[config.mk]
export PLATFORM = sky130hd
export DESIGN_NAME = lcdhi_top
export DESIGN_NICKNAME = d
export VERILOG_FILES = /design/src/lcdhi_fifo.v /design/src/lcdhi_top.v
export VERILOG_INCLUDE_DIRS = /design/src
export SDC_FILE = /design/constraint.sdc
export NUM_CORES = 1
export LEC_CHECK = 0
export ABC_AREA = 1
export ABC_CLOCK_PERIOD_IN_PS = 2400
export BUFFER_PORTS_ARGS = -buffer_cell sky130_fd_sc_hd__buf_2
export CAP_MARGIN = 40
export CORE_ASPECT_RATIO = 0.5
export CORE_MARGIN = 5
export CORE_UTILIZATION = 30
export DETAILED_ROUTE_END_ITERATION = 10
export SYNTH_ARGS = -nofsm -noshare
export SYNTH_HDL_FRONTEND = slang
export SYNTH_SLANG_ARGS = --single-unit
[constraint.sdc]
create_clock -name core_clk_i -period 2.4 [get_ports core_clk_i]
set_input_delay 0.24 -clock core_clk_i [delete_from_list [all_inputs] [get_ports core_clk_i]]
set_output_delay 0.24 -clock core_clk_i [all_outputs]
set_load 0.1 [all_outputs]
[src/lcdhi_defines.vh]
// Constants for the display driver host interface: field positions,
// command codes, serial unit lengths, timing and panel mapping limits.
// Assumes inclusion by bare name from the design files of this block.
//
// Operation
// - Static format pin picks 9-bit or 8-bit serial
// - Format pin high means 8-bit, low 9-bit
// - 9-bit unit: flag bit then eight data
// - 8-bit unit: data/command from separate pin
// - Sample serial data on rising serial clock
// - Chip select high discards partial unit
// - Unit after abort counts as first parameter (here an abort leaves the parameter index as it was)
// - No display memory readback over serial
// - Type pin high parallel, low serial
// - Style pin high 80-style, low 68-style
// - Data/command pin high data, low command
// - Parallel access via holding register, no waits
// - Data after memory-write command goes to memory
// - First read after memory-read is dummy
// - Clock-select low external, high internal oscillator
// - 1/67 duty: columns 0-97 on centred segments
// - 1/82 duty: columns 0-103 on all segments
// - 1/67 duty: commons 8-41, 50-82 valid
// - 1/82 duty: all commons valid
`ifndef LCDHI_DEFINES_VH
`define LCDHI_DEFINES_VH

// Serial unit lengths
`define LCDHI_UNIT9        4'h9
`define LCDHI_UNIT8        4'h8

// Unit word layout pushed into the FIFO
`define LCDHI_WORD_W       11
`define LCDHI_WB_MEM       10
`define LCDHI_WB_DATA      9
`define LCDHI_WB_FIRST     8

// Command codes (plain defaults)
`define LCDHI_CMD_MEMWR    8'h5C
`define LCDHI_CMD_MEMRD    8'h5D
`define LCDHI_DUMMY_BYTE   8'h00

// Synchroniser bundle positions
`define LCDHI_SY_W         17
`define LCDHI_SY_CSN       0
`define LCDHI_SY_RD        1
`define LCDHI_SY_WR        2
`define LCDHI_SY_DC        3
`define LCDHI_SY_EXTCLK    4
`define LCDHI_SY_PAR       5
`define LCDHI_SY_STYLE     6
`define LCDHI_SY_FMT       7
`define LCDHI_SY_CLS       8
`define LCDHI_SY_D         9

// Internal oscillator half period in core cycles
`define LCDHI_OSC_HALF     8'h10

// Panel mapping
`define LCDHI_COL_MAX67    7'h61
`define LCDHI_COL_MAX82    7'h67
`define LCDHI_SEG_OFS67    9'h009
`define LCDHI_COM_LO_A     7'h08
`define LCDHI_COM_HI_A     7'h29
`define LCDHI_COM_LO_B     7'h32
`define LCDHI_COM_LAST     7'h52
`define LCDHI_COM_FIRST    7'h01

`endif

[src/lcdhi_fifo.v]
// Synchronous FIFO with valid/ready on both sides for host units.
// Assumes a single clock and a synchronous active-low reset.
`timescale 1ns/1ns
`default_nettype none

module lcdhi_fifo #(
  parameter W  = 11,
  parameter AW = 4
) (
  input  wire         core_clk_i,
  input  wire         rst_n_i,
  input  wire         in_valid_i,
  output wire         in_ready_o,
  input  wire [W-1:0] in_data_i,
  output wire         out_valid_o,
  input  wire         out_ready_i,
  output wire [W-1:0] out_data_o
);

  localparam DEPTH = 1 << AW;

  reg [W-1:0]  mem_r [0:DEPTH-1];
  reg [AW-1:0] wp_r;
  reg [AW-1:0] rp_r;
  reg [AW:0]   cnt_r;
  wire         push;
  wire         pop;

  // Count reaches its top bit only when all DEPTH entries are taken
  assign in_ready_o  = ~cnt_r[AW];
  assign out_valid_o = (cnt_r != {(AW+1){1'b0}});
  assign out_data_o  = mem_r[rp_r];
  assign push        = in_valid_i & in_ready_o;
  assign pop         = out_valid_o & out_ready_i;

  always @(posedge core_clk_i)
  begin
    if (push)
    begin
      mem_r[wp_r] <= in_data_i;
    end
  end

  always @(posedge core_clk_i)
  begin
    if (!rst_n_i)
    begin
      wp_r  <= {AW{1'b0}};
      rp_r  <= {AW{1'b0}};
      cnt_r <= {(AW+1){1'b0}};
    end
    else
    begin
      if (push)
      begin
        wp_r <= wp_r + 1'b1;
      end
      if (pop)
      begin
        rp_r <= rp_r + 1'b1;
      end
      if (push && !pop)
      begin
        cnt_r <= cnt_r + 1'b1;
      end
      else if (pop && !push)
      begin
        cnt_r <= cnt_r - 1'b1;
      end
    end
  end

endmodule // lcdhi_fifo

`default_nettype wire

[src/lcdhi_top.v]
// Host interface of a colour display driver: serial 8/9-bit and
// parallel 80/68-style access, command tracking, dummy-read holding
// register, display clock selection and panel output mapping.
// Assumes all host pins are asynchronous to core_clk_i and that the
// display core drains units from the FIFO and answers memory reads
// one cycle after a read request.
`timescale 1ns/1ns
`default_nettype none
`include "lcdhi_defines.vh"

module lcdhi_top #(
  parameter FIFO_AW = 4
) (
  input  wire                     core_clk_i,
  input  wire                     rst_n_i,
  // Host pins
  input  wire                     cs_n_i,
  input  wire [7:0]               d_i,
  output wire [7:0]               d_o,
  output wire                     d_oe_o,
  input  wire                     par_select_i,
  input  wire                     bus_style_select_i,
  input  wire                     serial_format_select_i,
  input  wire                     data_command_pin_i,
  input  wire                     rd_n_i,
  input  wire                     wr_n_i,
  input  wire                     clock_source_select_i,
  input  wire                     external_display_clock_i,
  output wire                     host_ready_o,
  // Core side unit stream
  output wire                     unit_valid_o,
  input  wire                     unit_ready_i,
  output wire [`LCDHI_WORD_W-1:0] unit_data_o,
  // Core side memory read port
  output reg                      mem_rd_req_o,
  input  wire [7:0]               mem_rd_data_i,
  output reg                      mem_rd_start_o,
  // Display clock and panel mapping
  output reg                      disp_clk_o,
  input  wire                     duty67_i,
  input  wire [6:0]               col_i,
  input  wire [6:0]               com_i,
  output reg  [8:0]               seg_base_o,
  output reg                      col_valid_o,
  output reg                      com_valid_o
);

  // ****************************************************************
  // Pin synchronisers
  // ****************************************************************
  wire [`LCDHI_SY_W-1:0] pins;
  reg  [`LCDHI_SY_W-1:0] sy_a_r;
  reg  [`LCDHI_SY_W-1:0] sy_b_r;
  reg  [`LCDHI_SY_W-1:0] sy_c_r;

  assign pins = {d_i, clock_source_select_i, serial_format_select_i,
                 bus_style_select_i, par_select_i, external_display_clock_i,
                 data_command_pin_i, wr_n_i, rd_n_i, cs_n_i};

  always @(posedge core_clk_i)
  begin
    if (!rst_n_i)
    begin
      sy_a_r <= {`LCDHI_SY_W{1'b1}};
      sy_b_r <= {`LCDHI_SY_W{1'b1}};
      sy_c_r <= {`LCDHI_SY_W{1'b1}};
    end
    else
    begin
      sy_a_r <= pins;
      sy_b_r <= sy_a_r;
      sy_c_r <= sy_b_r;
    end
  end

  wire       cs_act = ~sy_b_r[`LCDHI_SY_CSN];
  wire       par    = sy_b_r[`LCDHI_SY_PAR];
  wire       sty80  = sy_b_r[`LCDHI_SY_STYLE];
  wire       fmt8   = sy_b_r[`LCDHI_SY_FMT];
  wire       dc_pin = sy_b_r[`LCDHI_SY_DC];
  wire [7:0] dbus   = sy_b_r[`LCDHI_SY_D +: 8];
  wire       sclk   = sy_b_r[`LCDHI_SY_D + 7];
  wire       sclk_q = sy_c_r[`LCDHI_SY_D + 7];
  wire       serial_data_line    = sy_b_r[`LCDHI_SY_D + 6];
  wire       rdp    = sy_b_r[`LCDHI_SY_RD];
  wire       wrp    = sy_b_r[`LCDHI_SY_WR];

  // ****************************************************************
  // Serial receiver
  // ****************************************************************
  reg  [3:0] bit_cnt_r;
  reg  [8:0] shift_r;
  wire [3:0] unit_len;
  wire       sclk_rise;
  wire [8:0] shift_nxt;
  wire       ser_done;

  assign unit_len  = fmt8 ? `LCDHI_UNIT8 : `LCDHI_UNIT9;
  assign sclk_rise = ~par & cs_act & sclk & ~sclk_q;
  assign shift_nxt = {shift_r[7:0], serial_data_line};
  assign ser_done  = sclk_rise & (bit_cnt_r == unit_len - 4'h1);

  always @(posedge core_clk_i)
  begin
    if (!rst_n_i)
    begin
      bit_cnt_r <= 4'h0;
      shift_r   <= 9'h000;
    end
    else if (!cs_act || par)
    begin
      bit_cnt_r <= 4'h0;
    end
    else if (sclk_rise)
    begin
      shift_r   <= shift_nxt;
      bit_cnt_r <= ser_done ? 4'h0 : bit_cnt_r + 4'h1;
    end
  end

  // ****************************************************************
  // Parallel strobes
  // ****************************************************************
  reg  wr_act_q_r;
  reg  rd_act_q_r;
  wire wr_act;
  wire rd_act;
  wire wr_end;
  wire rd_end;

  // 80-style: active-low strobes; 68-style: E high with R/W direction
  assign wr_act = par & cs_act & (sty80 ? ~wrp : (rdp & ~wrp));
  assign rd_act = par & cs_act & (sty80 ? ~rdp : (rdp & wrp));
  assign wr_end = wr_act_q_r & ~wr_act;
  assign rd_end = rd_act_q_r & ~rd_act;

  always @(posedge core_clk_i)
  begin
    if (!rst_n_i)
    begin
      wr_act_q_r <= 1'b0;
      rd_act_q_r <= 1'b0;
    end
    else
    begin
      wr_act_q_r <= wr_act;
      rd_act_q_r <= rd_act;
    end
  end

  // ****************************************************************
  // Unit decode and command tracking
  // ****************************************************************
  reg        unit_v;
  reg        unit_is_data;
  reg  [7:0] unit_byte;
  reg        par_idx_zero_r;
  reg        memwr_mode_r;
  reg        memrd_mode_r;
  reg        wr_latch_r;
  reg  [7:0] wr_byte_r;
  reg        wr_dc_r;
  wire       fifo_in_ready;

  always @*
  begin
    unit_v       = 1'b0;
    unit_is_data = 1'b0;
    unit_byte    = 8'h00;
    if (ser_done)
    begin
      unit_v = 1'b1;
      if (fmt8)
      begin
        unit_is_data = dc_pin;
        unit_byte    = shift_nxt[7:0];
      end
      else
      begin
        unit_is_data = shift_nxt[8];
        unit_byte    = shift_nxt[7:0];
      end
    end
    else if (wr_latch_r)
    begin
      unit_v       = 1'b1;
      unit_is_data = wr_dc_r;
      unit_byte    = wr_byte_r;
    end
  end

  // Data and data/command level are caught while the strobe is still active
  always @(posedge core_clk_i)
  begin
    if (!rst_n_i)
    begin
      wr_latch_r <= 1'b0;
      wr_byte_r  <= 8'h00;
      wr_dc_r    <= 1'b0;
    end
    else
    begin
      wr_latch_r <= wr_end;
      if (wr_act)
      begin
        wr_byte_r <= dbus;
        wr_dc_r   <= dc_pin;
      end
    end
  end

  always @(posedge core_clk_i)
  begin
    if (!rst_n_i)
    begin
      par_idx_zero_r <= 1'b1;
      memwr_mode_r   <= 1'b0;
      memrd_mode_r   <= 1'b0;
    end
    else if (unit_v && fifo_in_ready)
    begin
      if (!unit_is_data)
      begin
        par_idx_zero_r <= 1'b1;
        memwr_mode_r   <= (unit_byte == `LCDHI_CMD_MEMWR);
        memrd_mode_r   <= (unit_byte == `LCDHI_CMD_MEMRD);
      end
      else
      begin
        // Only a complete unit moves on; an aborted one never gets here
        par_idx_zero_r <= 1'b0;
      end
    end
  end

  // ****************************************************************
  // Unit FIFO toward the display core
  // ****************************************************************
  wire [`LCDHI_WORD_W-1:0] fifo_in_data;

  assign fifo_in_data = {memwr_mode_r & unit_is_data, unit_is_data,
                         par_idx_zero_r & unit_is_data, unit_byte};
  // No wait states on the pins: host must honour host_ready_o
  assign host_ready_o = fifo_in_ready;

  lcdhi_fifo #(
    .W  (`LCDHI_WORD_W),
    .AW (FIFO_AW)
  ) u_fifo (
    .core_clk_i  (core_clk_i),
    .rst_n_i     (rst_n_i),
    .in_valid_i  (unit_v),
    .in_ready_o  (fifo_in_ready),
    .in_data_i   (fifo_in_data),
    .out_valid_o (unit_valid_o),
    .out_ready_i (unit_ready_i),
    .out_data_o  (unit_data_o)
  );

  // ****************************************************************
  // Read holding register
  // ****************************************************************
  reg  [7:0] hold_r;
  reg        fetch_pend_r;
  reg        oe_r;

  // Outputs only in parallel mode; serial can never read memory
  assign d_o    = hold_r;
  assign d_oe_o = oe_r;

  always @(posedge core_clk_i)
  begin
    if (!rst_n_i)
    begin
      hold_r         <= `LCDHI_DUMMY_BYTE;
      fetch_pend_r   <= 1'b0;
      oe_r           <= 1'b0;
      mem_rd_req_o   <= 1'b0;
      mem_rd_start_o <= 1'b0;
    end
    else
    begin
      oe_r           <= rd_act;
      mem_rd_req_o   <= rd_end & memrd_mode_r;
      fetch_pend_r   <= mem_rd_req_o;
      mem_rd_start_o <= 1'b0;
      if (unit_v && fifo_in_ready && !unit_is_data &&
          unit_byte == `LCDHI_CMD_MEMRD)
      begin
        hold_r         <= `LCDHI_DUMMY_BYTE;
        mem_rd_start_o <= 1'b1;
      end
      else if (fetch_pend_r)
      begin
        hold_r <= mem_rd_data_i;
      end
    end
  end

  // ****************************************************************
  // Display clock selection
  // ****************************************************************
  reg [7:0] osc_cnt_r;
  reg       osc_r;

  always @(posedge core_clk_i)
  begin
    if (!rst_n_i)
    begin
      osc_cnt_r  <= 8'h00;
      osc_r      <= 1'b0;
      disp_clk_o <= 1'b0;
    end
    else
    begin
      if (osc_cnt_r == `LCDHI_OSC_HALF - 8'h01)
      begin
        osc_cnt_r <= 8'h00;
        osc_r     <= ~osc_r;
      end
      else
      begin
        osc_cnt_r <= osc_cnt_r + 8'h01;
      end
      disp_clk_o <= sy_b_r[`LCDHI_SY_CLS] ? osc_r
                                          : sy_b_r[`LCDHI_SY_EXTCLK];
    end
  end

  // ****************************************************************
  // Panel output mapping
  // ****************************************************************
  wire [8:0] col3 = {2'b00, col_i} + {1'b0, col_i, 1'b0};

  always @(posedge core_clk_i)
  begin
    if (!rst_n_i)
    begin
      seg_base_o  <= 9'h000;
      col_valid_o <= 1'b0;
      com_valid_o <= 1'b0;
    end
    else if (duty67_i)
    begin
      seg_base_o  <= col3 + `LCDHI_SEG_OFS67;
      col_valid_o <= (col_i <= `LCDHI_COL_MAX67);
      com_valid_o <= ((com_i >= `LCDHI_COM_LO_A) && (com_i <= `LCDHI_COM_HI_A)) ||
                     ((com_i >= `LCDHI_COM_LO_B) && (com_i <= `LCDHI_COM_LAST));
    end
    else
    begin
      seg_base_o  <= col3;
      col_valid_o <= (col_i <= `LCDHI_COL_MAX82);
      com_valid_o <= (com_i >= `LCDHI_COM_FIRST) &&
                     (com_i <= `LCDHI_COM_LAST);
    end
  end

endmodule // lcdhi_top

`default_nettype wire

==> results.toml <==
[status]
status = "complete, but fails checks"
violations = "setup timing"

[setup_path]
start_kind = "flip-flop"
crit_chain = "buf_6 > clkbuf_16 > buf_4 > mux2i_1 > o211ai_1 > o211ai_1 > nand2_2 > buf_12"
r2r_start = "bit_cnt_r[0]$_SDFFE_PP0P_"
critPathCaptureType = "output port"
reg2reg_to = "u_fifo.cnt_r[4]$_SDFFE_PN0P_"
required_ns = 2.16
critical_path_buf_inv_count = 4
cp_slowest_stage_delay_ns = 0.38
crit_slowest_cell = "dfxtp_4"
cpLargestDelayFamily = "buffers and inverters"
path_common_cell = "o211ai_1"
r2r_cells = 16
r2r_slack_ns = 0.09
crit_fanout = 5
crit_type = "reg -> out"
arrival_ns = 2.18

[detailed_routing]
via_per_inst = 4.56
ant_nets = 0
via_count = 8047
drt_iter0_drc = 442
drc = 0
dr.pass1.iters = 5
wl_um = 27400
wl_per_cell_um = 15.5

[global_route]
grt_remaining_overflow = 0
antenna_found_initial = 0
grt_pass1_wl_um = 41800
grt_util_all_layers = 0.118
grt_max_degree = 37
grt_pass1_vias = 7917

[die]
die_h_um = 150
die-area_um2 = 43500
start_util = 0.303
row_count = 51
core_region_area_um2 = 38800
die_x_um = 290
io_pins = 79

[timing]
period_share = 1.01
tightest_slew_ns = 0.890
fmaxAchievable_mhz = 413
finalWorstSetupSlack_ns = -0.0236
fin_skew_ns = 0.0190
rsz0062_at_grt = "yes"
slew_headroom = 0.404
fin_crit_ns = 2.42
tns_ns = -0.0468
maxSlewViolCount = 0
setup_violations = 5
hold_viol_final = 0

[cells_and_area]
antenna_cells = 0
drive_gt1_frac = 0.224
fin_nets = 1290
area_growth_syn_to_layout_pct = 26.6
layout_commonest_cell = "edfxtp_1"
layout_common_cells = "edfxtp_1, inv_1, dfxtp_1, nand2_1, a21oi_1"

[power_and_ir_drop]
power_leakage_nw = 5.81
seqPwrFrac = 0.390
p_comb_frac = 0.319
peakVddDrop_v = 0.000541
sw_frac_of_total = 0.327
switchingPower_w = 0.00455
power_w = 0.0139
p_int_w = 0.00939
p_per_area_nw_per_um2 = 938
p_clk_frac = 0.291

[logic_synthesis]
ys_types = 37
syn_inst = 1063
synth_area_um2 = 11700
syn_area_per_cell_um2 = 11.1
synth-seq-cells = 287
syn-num-nets = 1135
synth_seq_area_share = 0.639
yosysWarnings = 0

[clock_network]
cts_buffer_depth = 3
cts_buffers = 27
clock_sinks = 287
cts_tree = "built"
cts_root_buffer = "clkbuf_16"
path_clk_slew_ns = 0.06
clk_latency_ns = 0.54
htree_levels = 1

[worst_hold_path]
min_path_cells = 4
hp-start = "com_i[4]"
hold_class = "in -> reg"
holdPathEnd = "com_valid_o$_SDFF_PN0_"

[run]
max_cap_viol_count = 0

[placement]
port_buffers = 78
gp_congestion = 0.767
hpwl_um = 17100
-- registers in the layout, summed over array words and instances, names as in the netlist, 4 cells and up, named ones only --
signal and cells:
bit_cnt_r 4, d_o 8, osc_cnt_r 8, seg_base_o 9
shift_r 8, sy_a_r 17, sy_b_r 17, u_fifo.cnt_r 5
u_fifo.mem_r 176, u_fifo.rp_r 4, u_fifo.wp_r 4, wr_byte_r 8
-- through the flow --
stage / hold WS, ns / instances / setup slack [ns] / util / area [µm²]
after floorplan: 0.330 / 1063 / -0.212 / - / 11800
after global placement: 0.396 / 1664 / 0.0797 / 0.340 / 13200
after detailed placement: 0.399 / 1664 / 0.00103 / 0.340 / 13200
after CTS: 0.00680 / 1751 / -0.0624 / 0.375 / 14600
after global routing: 0.0266 / 1766 / -0.106 / 0.383 / 14900
final: 0.0301 / 1766 / -0.0236 / 0.383 / 14900
-- logic make-up (layout without fill, tap and decap cells) --
logic type                 after synthesis  in the layout  synth area share
AOI/OAI and AO/OA                      234            234             0.112
xor gates and xnor gates                 9              9           0.00671
buffers and inverters                  165            338            0.0548
muxes                                   52             52            0.0443
DFF                                    287            287             0.639
and+or+nand+nor                        287            287             0.111
adders and majority gates               29             29            0.0322
-- cells in the mapped netlist --
cell	n	area share
edfxtp_1	176	0.45
inv_1	114	0.036
dfxtp_1	111	0.19
nand2_1	108	0.035
a21oi_1	89	0.038
o21ai_0	89	0.038
nor2_1	78	0.025
mux2i_1	52	0.044
nand3_1	46	0.020
o211ai_1	46	0.029
or2_2	36	0.019
clkbuf_1	33	0.011
ha_1	27	0.029
buf_2	8	0.0034
xor2_1	7	0.0052
clkinv_1	5	0.0016
nand4_1	4	0.0021
buf_1	3	0.00096
nand2_4	3	0.0029
nor3_1	3	0.0013
a211oi_1	2	0.0013
a21o_1	2	0.0013
a31oi_1	2	0.0011
fa_1	2	0.0034
nor2_2	2	0.0011
nor3b_1	2	0.0013
o21a_1	2	0.0013
xnor2_1	2	0.0015
a21oi_4	1	0.0014
a311oi_1	1	0.00075
and2_1	1	0.00053
buf_4	1	0.00064
clkbuf_8	1	0.0012
nand2_2	1	0.00053
nand3_2	1	0.00085
nor3_4	1	0.0014
nor4_1	1	0.00053
-- area by class of cell --
class,instances,area [µm²]
flip-flops and latches,287,7520
repair buffers,172,1630
clock buffers,39,791
well taps,530,663
inverters,119,457
multi-input cells,611,3740
fillers,3727,23900
clock inverters,8,56.3
-- power groups by stage --
stage                     Clock [W]  Sequential [W]  Combinational, W
after detailed placement          0         0.00554           0.00370
after global routing        0.00437         0.00545           0.00473
after floorplan                   0         0.00563           0.00246
after global placement            0         0.00553           0.00364
after CTS                   0.00415         0.00544           0.00407
final                       0.00406         0.00543           0.00445
-- tightest hold or removal path: stages --
cell	delay (ns)
buf_2	0.10
nand3_1	0.07
nand2_1	0.06
a211oi_1	0.04
-- how the worst max path moves through the flow --
stage	from	slack (ns)	depth (start not counted)	endpoint
after floorplan	u_fifo.cnt_r[4]$_SDFFE_PN0P_	-0.21	13	u_fifo.cnt_r[4]$_SDFFE_PN0P_
after global placement	bit_cnt_r[0]$_SDFFE_PP0P_	0.08	16	u_fifo.cnt_r[4]$_SDFFE_PN0P_
after detailed placement	bit_cnt_r[0]$_SDFFE_PP0P_	0.001	16	u_fifo.cnt_r[4]$_SDFFE_PN0P_
after CTS	flip-flop	-0.06	6	unit_data_o[3]
after global routing	sy_b_r[0]$_SDFF_PN1_	-0.11	15	u_fifo.cnt_r[4]$_SDFFE_PN0P_
final	flip-flop	-0.02	8	unit_data_o[7]
-- layer usage --
layer | track usage | up-vias | wire [µm]
li1 | - | 3967 | -
met1 | 0.144 | 3904 | 11800
met2 | 0.220 | 133 | 14000
met5 | 0 | - | 0
met3 | 0.0150 | 43 | 926
met4 | 0.0363 | 0 | 670
-- what timing repair did --
item                                    CTS  global route
hold buffers                             27             0
pin swaps                                 7            23
resized for setup                        18            56
endpoints found under the setup margin   12            29
buffers inserted                          9            11
cloned                                    4             6
hold endpoints to repair                 27             0
(Power assumes the default switching activity.)
